===== src/rtl/acm_regmap_defs.vh =====
// constants of the accelerometer register map
`ifndef ACM_REGMAP_DEFS_VH
`define ACM_REGMAP_DEFS_VH

// ------------------------------------------------------------------
// register offsets
// ------------------------------------------------------------------
`define ACM_ADDR_REVISION_ID   6'h00
`define ACM_ADDR_STATUS        6'h02
`define ACM_ADDR_ACCEL_X_LOW   6'h04
`define ACM_ADDR_ACCEL_X_HIGH  6'h05
`define ACM_ADDR_ACCEL_Y_LOW   6'h06
`define ACM_ADDR_ACCEL_Y_HIGH  6'h07
`define ACM_ADDR_ACCEL_Z_LOW   6'h08
`define ACM_ADDR_ACCEL_Z_HIGH  6'h09
`define ACM_ADDR_FIFO_READ     6'h0F
`define ACM_ADDR_TEMP_LOW      6'h12
`define ACM_ADDR_TEMP_HIGH     6'h13
`define ACM_ADDR_MODE          6'h14
`define ACM_ADDR_FIFO_FILL     6'h15
`define ACM_ADDR_EVENT_FLAGS   6'h16
`define ACM_ADDR_TWI_POINTER   6'h17
`define ACM_ADDR_IND_INDEX     6'h18
`define ACM_ADDR_LOCK_KEY      6'h1E
`define ACM_ADDR_IRQ_PIN_CFG   6'h21
`define ACM_ADDR_IND_DATA      6'h22

// ------------------------------------------------------------------
// unlock key bytes, in order
// ------------------------------------------------------------------
`define ACM_KEY_FIRST          8'h00
`define ACM_KEY_SECOND         8'h50
`define ACM_KEY_THIRD          8'hA0

// ------------------------------------------------------------------
// reset values
// ------------------------------------------------------------------
`define ACM_RST_MODE           8'h00
`define ACM_RST_TWI_POINTER    8'h00
`define ACM_RST_IND_INDEX      8'h00
`define ACM_RST_BYTE           8'h00

// ------------------------------------------------------------------
// mode field positions
// ------------------------------------------------------------------
`define ACM_MODE_BUF_EN        7
`define ACM_MODE_BUF_8BIT      6
`define ACM_MODE_FFD_EN        4
`define ACM_MODE_SEL_HI        1
`define ACM_MODE_SEL_LO        0

// ------------------------------------------------------------------
// interrupt pin configuration field positions
// ------------------------------------------------------------------
`define ACM_IRQ_FULL_EN        7
`define ACM_IRQ_HALF_EN        6
`define ACM_IRQ_MASK_ALL       1
`define ACM_IRQ_ACT_HIGH       0

`endif


===== src/rtl/acm_ind_bank.v =====
// indirect control register bank mirrored from the factory store
`timescale 1ns/100ps
`default_nettype none
`include "acm_regmap_defs.vh"

module acm_ind_bank #(
  parameter NUM_REGS = 16,
  parameter IDX_W    = 4
) (
  // clock and reset
  input  wire                  clk,
  input  wire                  srst,
  // factory image
  input  wire [NUM_REGS*8-1:0] factory_image,
  // host side
  input  wire                  wr_en,
  input  wire [7:0]            index,
  input  wire [7:0]            wdata,
  output reg  [7:0]            rdata,
  // working copy
  output wire [NUM_REGS*8-1:0] regs_flat
);

  // ------------------------------------------------------------------
  // storage
  // ------------------------------------------------------------------
  reg  [7:0] mem [0:NUM_REGS-1];
  wire       in_range;

  assign in_range = ({24'h0000_00, index} < NUM_REGS);

  genvar g;
  generate
    for (g = 0; g < NUM_REGS; g = g + 1) begin : g_reg
      // reload from the factory image; no path writes the image back
      always @(posedge clk) begin
        if (srst) begin
          mem[g] <= factory_image[g*8 +: 8];
        end else if (wr_en && in_range && (index[IDX_W-1:0] == g)) begin
          mem[g] <= wdata;
        end
      end
      assign regs_flat[g*8 +: 8] = mem[g];
    end
  endgenerate

  // ------------------------------------------------------------------
  // read selection; out of range reads zero
  // ------------------------------------------------------------------
  always @* begin
    if (in_range) begin
      rdata = mem[index[IDX_W-1:0]];
    end else begin
      rdata = `ACM_RST_BYTE;
    end
  end

endmodule // acm_ind_bank

`default_nettype wire


===== src/rtl/acm_regmap.v =====
// host-visible register bank of the three-axis accelerometer
`timescale 1ns/100ps
`default_nettype none
`include "acm_regmap_defs.vh"

module acm_regmap #(
  parameter [7:0] REVISION = 8'h5A,  // arbitrary value
  parameter       NUM_IND  = 16,
  parameter       IND_W    = 4
) (
  // clock and reset
  input  wire                 CLK,
  input  wire                 SRST,
  // register access from the serial engines
  input  wire [5:0]           REG_ADDR,
  input  wire                 REG_WR,
  input  wire [7:0]           REG_WDATA,
  input  wire                 REG_RD,
  output reg  [7:0]           REG_RDATA,
  output reg                  REG_RVALID,
  // sensing datapath
  input  wire [7:0]           STATUS_IN,
  input  wire [15:0]          ACCEL_X,
  input  wire [15:0]          ACCEL_Y,
  input  wire [15:0]          ACCEL_Z,
  input  wire [8:0]           TEMP_IN,
  input  wire [7:0]           EVENT_FLAGS_IN,
  // ring buffer
  input  wire [7:0]           FIFO_DATA,
  input  wire [7:0]           FIFO_LEVEL,
  output reg                  FIFO_POP,
  output reg                  EVENT_ACK,
  // factory store image
  input  wire [7:0]           FACTORY_IRQ_CFG,
  input  wire [NUM_IND*8-1:0] FACTORY_IND,
  // configuration to the rest of the device
  output reg  [7:0]           MODE_CFG,
  output reg                  BUF_EN,
  output reg                  BUF_8BIT,
  output reg                  FFD_EN,
  output reg  [1:0]           MODE_SEL,
  output reg  [7:0]           TWI_READ_POINTER,
  output reg                  IRQ_FULL_EN,
  output reg                  IRQ_HALF_EN,
  output reg                  IRQ_MASK_ALL,
  output reg                  IRQ_ACT_HIGH,
  output reg                  UNLOCKED,
  output wire [NUM_IND*8-1:0] IND_REGS
);

  // ------------------------------------------------------------------
  // lock states
  // ------------------------------------------------------------------
  localparam [1:0] LK_IDLE = 2'b00;
  localparam [1:0] LK_KEY1 = 2'b01;
  localparam [1:0] LK_KEY2 = 2'b10;
  localparam [1:0] LK_OPEN = 2'b11;

  // ------------------------------------------------------------------
  // address decode helpers
  // ------------------------------------------------------------------
  // locations that carry a function; every other one is reserved
  function is_mapped;
    input [5:0] a;
    begin
      case (a)
        `ACM_ADDR_REVISION_ID, `ACM_ADDR_STATUS,
        `ACM_ADDR_ACCEL_X_LOW, `ACM_ADDR_ACCEL_X_HIGH,
        `ACM_ADDR_ACCEL_Y_LOW, `ACM_ADDR_ACCEL_Y_HIGH,
        `ACM_ADDR_ACCEL_Z_LOW, `ACM_ADDR_ACCEL_Z_HIGH,
        `ACM_ADDR_FIFO_READ, `ACM_ADDR_TEMP_LOW, `ACM_ADDR_TEMP_HIGH,
        `ACM_ADDR_MODE, `ACM_ADDR_FIFO_FILL, `ACM_ADDR_EVENT_FLAGS,
        `ACM_ADDR_TWI_POINTER, `ACM_ADDR_IND_INDEX, `ACM_ADDR_LOCK_KEY,
        `ACM_ADDR_IRQ_PIN_CFG, `ACM_ADDR_IND_DATA:
          is_mapped = 1'b1;
        default:
          is_mapped = 1'b0;
      endcase
    end
  endfunction

  // the index/data pair sits behind the lock
  function is_locked_reg;
    input [5:0] a;
    begin
      is_locked_reg = (a == `ACM_ADDR_IND_INDEX) ||
                      (a == `ACM_ADDR_IND_DATA);
    end
  endfunction

  // ------------------------------------------------------------------
  // state
  // ------------------------------------------------------------------
  reg  [1:0] lock_state;
  reg  [1:0] next_lock_state;
  reg  [7:0] ind_index;
  reg  [7:0] irq_cfg;
  reg  [7:0] temp_low_hold;
  reg  [7:0] next_rdata;
  wire [7:0] ind_rdata;
  wire       blocked_wr;
  wire       blocked_rd;
  wire       wr_ok;
  wire       rd_ok;
  wire       wr_ind_data;

  // an access is refused while the pair is locked
  assign blocked_wr  = is_locked_reg(REG_ADDR) &&
                       (lock_state != LK_OPEN);
  assign blocked_rd  = blocked_wr;
  assign wr_ok       = REG_WR && is_mapped(REG_ADDR) &&
                       !blocked_wr;
  assign rd_ok       = REG_RD && is_mapped(REG_ADDR) &&
                       !blocked_rd;
  assign wr_ind_data = wr_ok && (REG_ADDR == `ACM_ADDR_IND_DATA);

  // ------------------------------------------------------------------
  // key sequence; any write off the sequence restarts it
  // ------------------------------------------------------------------
  always @* begin
    next_lock_state = lock_state;
    if (REG_WR && (REG_ADDR == `ACM_ADDR_LOCK_KEY)) begin
      case (lock_state)
        LK_IDLE: begin
          next_lock_state = (REG_WDATA == `ACM_KEY_FIRST) ?
                            LK_KEY1 : LK_IDLE;
        end
        LK_KEY1: begin
          if (REG_WDATA == `ACM_KEY_SECOND) begin
            next_lock_state = LK_KEY2;
          end else if (REG_WDATA == `ACM_KEY_FIRST) begin
            next_lock_state = LK_KEY1;
          end else begin
            next_lock_state = LK_IDLE;
          end
        end
        LK_KEY2: begin
          if (REG_WDATA == `ACM_KEY_THIRD) begin
            next_lock_state = LK_OPEN;
          end else if (REG_WDATA == `ACM_KEY_FIRST) begin
            next_lock_state = LK_KEY1;
          end else begin
            next_lock_state = LK_IDLE;
          end
        end
        LK_OPEN: begin
          // a further key write re-engages the lock
          next_lock_state = (REG_WDATA == `ACM_KEY_FIRST) ?
                            LK_KEY1 : LK_IDLE;
        end
        default: begin
          next_lock_state = LK_IDLE;
        end
      endcase
    end
  end

  always @(posedge CLK) begin
    if (SRST) begin
      lock_state <= LK_IDLE;
      UNLOCKED   <= 1'b0;
    end else begin
      lock_state <= next_lock_state;
      UNLOCKED   <= (next_lock_state == LK_OPEN);
    end
  end

  // ------------------------------------------------------------------
  // read/write configuration registers
  // ------------------------------------------------------------------
  always @(posedge CLK) begin
    if (SRST) begin
      MODE_CFG         <= `ACM_RST_MODE;
      TWI_READ_POINTER <= `ACM_RST_TWI_POINTER;
      ind_index        <= `ACM_RST_IND_INDEX;
      irq_cfg          <= FACTORY_IRQ_CFG;
    end else if (wr_ok) begin
      case (REG_ADDR)
        `ACM_ADDR_MODE:        MODE_CFG         <= REG_WDATA;
        `ACM_ADDR_TWI_POINTER: TWI_READ_POINTER <= REG_WDATA;
        `ACM_ADDR_IND_INDEX:   ind_index        <= REG_WDATA;
        // only the working copy changes, never the factory store
        `ACM_ADDR_IRQ_PIN_CFG: irq_cfg          <= REG_WDATA;
        // read-only and unlisted locations ignore the write
        default:               irq_cfg          <= irq_cfg;
      endcase
    end
  end

  // ------------------------------------------------------------------
  // decoded configuration outputs
  // ------------------------------------------------------------------
  always @(posedge CLK) begin
    if (SRST) begin
      BUF_EN       <= 1'b0;
      BUF_8BIT     <= 1'b0;
      FFD_EN       <= 1'b0;
      MODE_SEL     <= 2'b00;
      IRQ_FULL_EN  <= 1'b0;
      IRQ_HALF_EN  <= 1'b0;
      IRQ_MASK_ALL <= 1'b0;
      IRQ_ACT_HIGH <= 1'b0;
    end else begin
      BUF_EN       <= MODE_CFG[`ACM_MODE_BUF_EN];
      BUF_8BIT     <= MODE_CFG[`ACM_MODE_BUF_8BIT];
      FFD_EN       <= MODE_CFG[`ACM_MODE_FFD_EN];
      MODE_SEL     <= MODE_CFG[`ACM_MODE_SEL_HI:`ACM_MODE_SEL_LO];
      IRQ_FULL_EN  <= irq_cfg[`ACM_IRQ_FULL_EN];
      IRQ_HALF_EN  <= irq_cfg[`ACM_IRQ_HALF_EN];
      IRQ_MASK_ALL <= irq_cfg[`ACM_IRQ_MASK_ALL];
      IRQ_ACT_HIGH <= irq_cfg[`ACM_IRQ_ACT_HIGH];
    end
  end

  // ------------------------------------------------------------------
  // indirect control registers
  // ------------------------------------------------------------------
  acm_ind_bank #(
    .NUM_REGS (NUM_IND),
    .IDX_W    (IND_W)
  ) u_ind_bank (
    .clk           (CLK),
    .srst          (SRST),
    .factory_image (FACTORY_IND),
    .wr_en         (wr_ind_data),
    .index         (ind_index),
    .wdata         (REG_WDATA),
    .rdata         (ind_rdata),
    .regs_flat     (IND_REGS)
  );

  // ------------------------------------------------------------------
  // access-time snapshots
  // ------------------------------------------------------------------
  // high byte read captures the low byte so the pair is coherent
  // the fill count is taken into the read answer only at its own access
  always @(posedge CLK) begin
    if (SRST) begin
      temp_low_hold <= `ACM_RST_BYTE;
    end else begin
      if (rd_ok && (REG_ADDR == `ACM_ADDR_TEMP_HIGH)) begin
        temp_low_hold <= {TEMP_IN[2:0], 5'b00000};
      end
    end
  end

  // ------------------------------------------------------------------
  // read multiplexer
  // ------------------------------------------------------------------
  always @* begin
    next_rdata = `ACM_RST_BYTE;
    if (rd_ok) begin
      case (REG_ADDR)
        `ACM_ADDR_REVISION_ID:  next_rdata = REVISION;
        `ACM_ADDR_STATUS:       next_rdata = STATUS_IN;
        `ACM_ADDR_ACCEL_X_LOW:  next_rdata = ACCEL_X[7:0];
        `ACM_ADDR_ACCEL_X_HIGH: next_rdata = ACCEL_X[15:8];
        `ACM_ADDR_ACCEL_Y_LOW:  next_rdata = ACCEL_Y[7:0];
        `ACM_ADDR_ACCEL_Y_HIGH: next_rdata = ACCEL_Y[15:8];
        `ACM_ADDR_ACCEL_Z_LOW:  next_rdata = ACCEL_Z[7:0];
        `ACM_ADDR_ACCEL_Z_HIGH: next_rdata = ACCEL_Z[15:8];
        `ACM_ADDR_FIFO_READ:    next_rdata = FIFO_DATA;
        `ACM_ADDR_TEMP_LOW:     next_rdata = temp_low_hold;
        `ACM_ADDR_TEMP_HIGH:    next_rdata = {2'b00, TEMP_IN[8:3]};
        `ACM_ADDR_MODE:         next_rdata = MODE_CFG;
        `ACM_ADDR_FIFO_FILL:    next_rdata = FIFO_LEVEL;
        `ACM_ADDR_EVENT_FLAGS:  next_rdata = EVENT_FLAGS_IN;
        `ACM_ADDR_TWI_POINTER:  next_rdata = TWI_READ_POINTER;
        `ACM_ADDR_IND_INDEX:    next_rdata = ind_index;
        `ACM_ADDR_LOCK_KEY:
          next_rdata = {7'b0000000, (lock_state == LK_OPEN)};
        `ACM_ADDR_IRQ_PIN_CFG:  next_rdata = irq_cfg;
        `ACM_ADDR_IND_DATA:     next_rdata = ind_rdata;
        default:                next_rdata = `ACM_RST_BYTE;
      endcase
    end
  end

  // ------------------------------------------------------------------
  // read answer and side effects
  // ------------------------------------------------------------------
  always @(posedge CLK) begin
    if (SRST) begin
      REG_RDATA  <= `ACM_RST_BYTE;
      REG_RVALID <= 1'b0;
      FIFO_POP   <= 1'b0;
      EVENT_ACK  <= 1'b0;
    end else begin
      REG_RDATA  <= next_rdata;
      // blocked and reserved reads still answer, with zero
      REG_RVALID <= REG_RD;
      FIFO_POP   <= rd_ok && (REG_ADDR == `ACM_ADDR_FIFO_READ);
      EVENT_ACK  <= rd_ok && (REG_ADDR == `ACM_ADDR_EVENT_FLAGS);
    end
  end

endmodule // acm_regmap

`default_nettype wire


===== config.mk =====
export PLATFORM = sky130hd
export DESIGN_NAME = acm_regmap
export DESIGN_NICKNAME = d
export VERILOG_FILES = /design/src/rtl/acm_ind_bank.v /design/src/rtl/acm_regmap.v
export VERILOG_INCLUDE_DIRS = /design/src /design/src/rtl
export SDC_FILE = /design/constraint.sdc
export NUM_CORES = 1
export LEC_CHECK = 0
export ABC_AREA = 1
export BUFFER_PORTS_ARGS = -buffer_cell sky130_fd_sc_hd__buf_2
export CORE_AREA = 2 2 160 162
export CTS_BUF_LIST = sky130_fd_sc_hd__clkbuf_8
export DETAILED_ROUTE_END_ITERATION = 6
export DIE_AREA = 0 0 162 164
export PLACE_DENSITY = 0.86
export SYNTH_ARGS = -nofsm -noshare
export SYNTH_HDL_FRONTEND = slang
export SYNTH_SLANG_ARGS = --single-unit

===== constraint.sdc =====
create_clock -name CLK -period 3.7 [get_ports CLK]
set_input_delay 0.74 -clock CLK [delete_from_list [all_inputs] [get_ports CLK]]
set_output_delay 0.74 -clock CLK [all_outputs]
set_load 0.005 [all_outputs]

# Word level (Yosys, flattened, before mapping)
# Memories as Yosys holds them, arrays and structs flattened. A register that Yosys moved wholly into a read port is not among the register bits.
# Index checks and enable logic that the tools add are counted.
classes:
  addsub: 0
  mul: 0
  div: 0
  n_lt_le_gt_ge: 1
  eq_ne: 40
  shifts: 0
  n_mux: 78
  n_bitwise: 17
  reduce_logical: 41
op_table:
  columns: ["op", "n"]
  rows:
  - ["8-bit 2-to-1 mux", 20]
  - ["8-bit case mux with 19 select lines", 1]
  - ["1-bit 2-to-1 mux", 51]
  - ["6-bit by 5-bit == test with 1-bit output, second input constant", 8]
  - ["4-bit == test, second input constant", 8]
  - ["1-bit logical AND", 27]
  - ["6-bit by 3-bit == test with 1-bit output, second input constant", 4]
  - ["6-bit by 4-bit == test with 1-bit output, second input constant", 3]
  - ["4-bit by 3-bit == test with 1-bit output, second input constant", 4]
  - ["1-bit bitwise OR", 16]
  - ["6-bit == test, second input constant", 2]
  - ["4-bit by 2-bit == test with 1-bit output, second input constant", 2]
  - ["8-bit by 7-bit == test with 1-bit output, second input constant", 1]
  - ["8-bit == test, second input constant", 1]
  - ["8-bit logical NOT", 1]
  - ["8-bit by 5-bit less-than comparator with 1-bit output, second input constant", 1]
  - ["4-bit 2-to-1 mux", 2]
  - ["2-bit AND reduction", 4]
  - ["2-bit == test, second input constant", 3]
  - ["6-bit by 2-bit == test with 1-bit output, second input constant", 1]
  - ["6-bit logical NOT", 1]
  - ["2-bit 2-to-1 mux", 3]
  - ["2-bit case mux with 3 select lines", 1]
  - ["4-bit by 1-bit == test with 1-bit output, second input constant", 1]
  - ["other kinds (9)", 11]
word_totals:
  ff_bits: 58
  latch_bits: 0
  ramBits: 128
  romBits: 128
  inputBits: 243
  output_inout_bits: 165
  wordCells: 199
  memories: 3
mem_list:
  columns: ["name", "words", "width", "rd", "rd_clocked_by_memory_dff", "wr", "line", "text"]
  rows:
  - ["u_ind_bank.mem", 16, 8, 17, 1, 16, "acm_ind_bank.v:27", "reg [7:0] mem [0:NUM_REGS-1];"]
  - ["(name not given)", 64, 1, 1, 0, 0, "acm_regmap.v:66", "case (a)"]
  - ["(name not given)", 64, 1, 1, 0, 0, "acm_regmap.v:66", null]

# Depth between registers and ports, before layout
depth:
  ltp_word: 12
  depth_mapped: 14
  mapped_depth_nobuf: 12

# Modules after synthesis
# Synthesis repeated with hierarchy kept, for this count alone.
hier_totals:
  cells_unflattened: 1501
  hier_area_um2: 11367.2
modules_own_cells:
  columns: ["module", "n_inst", "cells_per_inst", "area_each_um2", "seq_area_each_um2"]
  rows:
  - ["acm_ind_bank", 1, 869, 7482.2, 3843.7]
  - ["acm_regmap", 1, 632, 3885.0, 1241.2]

# Worst setup path after synthesis
# No wires, ideal clock.
synth_path:
  kind: "in2reg"
  from: "in REG_ADDR[0]"
  to: "mem u_ind_bank.mem[11][0] (enable)"
  setup_ns: 0.384
  arrival_time_ns: 2.542
  required_time_ns: 3.316
  setup_slack_ns: 0.774
  stages: 8
  path_buffers: 2
  path_cell_list: "inv_1 ha_1 buf_2 nand3_2 nor3_4 nand3_4 buf_4 o21ai_0"
synth_rtl:
  columns: ["element", "line", "text"]
  rows:
  - ["start, declared", "acm_regmap.v:15", "input wire [5:0] REG_ADDR,"]
  - ["end, declared", "acm_ind_bank.v:27", null]

==> results.txt <==
- Dividing total power by cell area gives a power density of 320.8 mW/mm2.
* Proportion of power drawn by flip-flops and latches: 0.537
- Counting every net in the synthesized netlist gives approximately 1,700.
- FP Rows: 58
- Area fraction of the dominant cell type after synthesis: 0.3587
- After detailed routing, the number of remaining DRC violations is 0.
* Placement-stage worst setup slack: between 0.4 and 0.5 ns
- Of the available clock period, the critical path in the final layout requires 0.7377.
- Slew Limit Headroom: 0.4145
* Root cell of the clock tree: sky130_fd_sc_hd__clkbuf_8
- Crit path largest cell delay: 0.40 ns
- Setup crit start kind: input pin
- The pre-antenna-repair detailed-routing pass consisted of 6 iterations.
- The analysis attributes to cell leakage a power of between 6 and 7 nW.
* Synth unique cells: 31
* Combinational group share of total power: 0.137
* Max Slew Vio Count: 0
- The share of total power dissipated in the clock network is 0.326.
* Primary FF master, synth: sky130_fd_sc_hd__edfxtp_1
- The H-tree generated during clock tree synthesis spans 4 levels.
- The path class of the tightest hold or removal check is reg -> reg.
- Switching part of the total: 0.2969
- At the pin with the least slew margin, the transition time is 0.8750 ns.
* Number of instances in the synthesized netlist: between 1,000 and 1,500
* Cts-stage hold buffer count: 0
- Share of layout cells above drive strength 1: 0.2785
* Final weighted congestion in routability-driven placement: around 0.97
* Cell-internal power: between 0.003 and 0.004 W
- Number of enable-type register cells in the synthesized netlist: 136
* Largest cells by area after synthesis: sky130_fd_sc_hd__edfxtp_1 (36%), sky130_fd_sc_hd__nand2_1 (16%), sky130_fd_sc_hd__nand3_1 (10%)
- Number of endpoints with negative hold slack in the final report: 0
* Cell with the largest stage delay on the worst path: sky130_fd_sc_hd__ha_1
- Global routing finished with a remaining overflow of 0.
- At the end of the flow, the number of nets in the layout was between 2,000 and 2,500.
* DIE AREA: roughly 0.027 mm2
- FILL cells: ~2,300
- In the synthesized netlist the async set-or-reset flop fraction comes to 0.
* Clock tree from TritonCTS: yes
* Global-route wire length before repair: 65.46 mm
- Number of CTS-inserted buffers: 17
- Entering global routing, the biggest net connects around 80 pins.
- The setup path with the least slack is of type in -> reg.
* Area used by sequential logic in the layout: around 0.0052 mm2
* Library cell with the largest summed area after synthesis: sky130_fd_sc_hd__edfxtp_1
- Averaged over all synthesized cells, the footprint is approximately 7.7 um2.
* Footprint of the multi-input gates: between 0.005 and 0.006 mm2
- Synth-to-Final Area Change: 24.65%
- Sum of net half-perimeters after detailed placement: 34.19 mm
* Final setup vio count: 0
- Worst voltage drop across the vdd grid: between 0.15 and 0.2 mV
- From bottom edge to top edge, the die measures between 150 and 200 um.
- After clock tree synthesis, the clock-pin slew on the worst setup and hold paths is 0.11 ns.
* Vias in the first global route: 11,440
* Sum of negative setup slack: 0 ns
- Unrepaired setup endpoints after global routing: false
* Result of the run: completed
- The worst setup path is captured at a register.
* Max-cap viol count: 0
- Port Buf Inserts: slightly above 400
* Post-cts repair resize count: 0
* Floorplan die width: roughly 160 um
* Latest clock arrival within the worst-skew pair: 0.49 ns
- After detailed routing, the average wire length per cell comes to 20.59 um.
- Clock skew: ~0.029 ns
* Arrival time of data at the critical path endpoint: around 3.0 ns
- In this run the worst path has a maximum fanout of 35.
- Reported net switching power: 0.001352 W
- Synthesized area: around 0.011 mm2
* Crit path time final: roughly 2.7 ns
- The routed design has around 45 mm of wire.
* F_max: 0.3664 GHz
* Starting Density: 0.4588
* Synthesis-stage register bit count: between 150 and 200
- Number of ports placed on the die boundary: between 400 and 500
- Via count: between 10,000 and 15,000
- For this run, the register share of the synthesized area comes to 0.4536.
- The detail route stage leaves a number of antenna-violating nets equal to 0.
* Required time of the critical path: approximately 3.9 ns
- Number of antenna violations at the first check in global routing: 0
- Clk sink count: 190
* Total Power Consumption: between 0.004 and 0.005 W
- Buffers added to address setup during post-CTS repair amount to 0.
- Post-layout worst setup margin: 0.9706 ns
- Yosys printed 0 warnings.
- Area of the core: 0.02482 mm2
* Via density per instance: 5.652
* Initial drt markers: ~1,500
- Maximum clock path buffer count: 2
* Global-route total usage across every layer: 0.3297
- Crit path cell chain: buf_2 > inv_1 > ha_1 > inv_1 > nand3_1 > nand3_1 > nand2_1 > nand3_1 > nor2_4 > buf_12 > nand4_2 > nand2_1 > nand2_1
* ANT cells: 0
-- power by group through the flow --
stage                     clock network, W  logic, W  registers (W)
after floorplan                          0  0.000255        0.00248
after global placement                   0  0.000601        0.00249
after detailed placement                 0  0.000612        0.00249
after CTS                          0.00148  0.000614        0.00244
after global routing               0.00156  0.000672        0.00245
final                              0.00148  0.000626        0.00244
-- worst max-delay path: cells and delay by family --
kind / cells / cell delay [ns]
buffers and inverters: 4 / 0.59
and+or+nand+nor: 8 / 1.23
adders and majority gates: 1 / 0.40
-- worst paths after layout --
kind / from / endpoint / slack (ns) / depth (start not counted)
worst max-delay path: REG_ADDR[0] / u_ind_bank.mem[0][5] / 0.97 / 13
worst min-delay path: temp_low_hold[7] / temp_low_hold[7] / 0.47 / 2
worst max register to register: register / REG_RDATA[7] / 1.46 / 6
worst min register to register: temp_low_hold[7] / temp_low_hold[7] / 0.47 / 2
-- through the flow --
stage / area (um2) / std cells / util / hold slack [ns]
2_1_floorplan: 11390 / 1487 / - / 0.4339
3_3_place_gp: 13770 / 2172 / 0.5550 / 0.4461
3_5_place_dp: 13770 / 2172 / 0.5550 / 0.4541
4_1_cts: 14190 / 2204 / 0.5718 / 0.4718
5_1_grt: 14190 / 2204 / 0.5718 / 0.4724
6_report: 14190 / 2204 / 0.5718 / 0.4700
-- kinds of logic (layout without fill, tap and decap cells) --
| kind of cell | after synthesis | in the layout | synth area share |
|---|---|---|---|
| buf+inv | 227 | 614 | 0.07978 |
| simple gates | 896 | 896 | 0.3765 |
| fa+ha+maj | 7 | 7 | 0.007692 |
| flops | 190 | 190 | 0.4536 |
| compound gates | 167 | 167 | 0.08242 |
-- routing by layer --
layer | GRT usage | vias up | share of wire | wire length (um)
met5 | 0 | - | 0 | 0
met4 | 0.1480 | 0 | 0.040 | 1825
met3 | 0.04520 | 123 | 0.10 | 4592
met2 | 0.5485 | 850 | 0.47 | 21480
met1 | 0.4301 | 5783 | 0.39 | 17490
li1 | - | 5702 | - | -
-- synthesized netlist by cell type (all sizes together) (3+ instances only) --
cell	count
a21oi	69
edfxtp	136
nor3	3
dfxtp	54
nor2	112
clkbuf	63
nand4	36
nand3	241
ha	7
nand3b	4
inv	142
nor3b	3
o21ai	57
nand2	495
buf	22
o211ai	40
-- state kept, by name (all words and copies together), names as in the netlist, 3 cells and up, named ones only --
name and cells:
MODE_CFG 8, REG_RDATA 8, TWI_READ_POINTER 8, ind_index 8, irq_cfg 8, temp_low_hold 3, u_ind_bank.mem 128
-- cell type report --
type | instances | share of cell area
clock buffers | 17 | 0.01649
well taps | 330 | 0.02909
clock inverters | 15 | 0.01305
multi-input cells | 1070 | 0.3747
repair buffers | 440 | 0.1645
inverters | 142 | 0.03791
flip-flops and latches | 190 | 0.3643
-- placed cells by master (no fill, tap or decap), drive strengths merged, types with 7 or more instances in the layout --
cell type / instances
o211ai: 40
nand4: 36
ha: 7
clkbuf: 17
o21ai: 57
edfxtp: 136
inv: 150
dfxtp: 54
a21oi: 69
nand3: 241
nor2: 112
buf: 440
nand2: 495
Note: power is estimated with default switching activity, not from simulation.
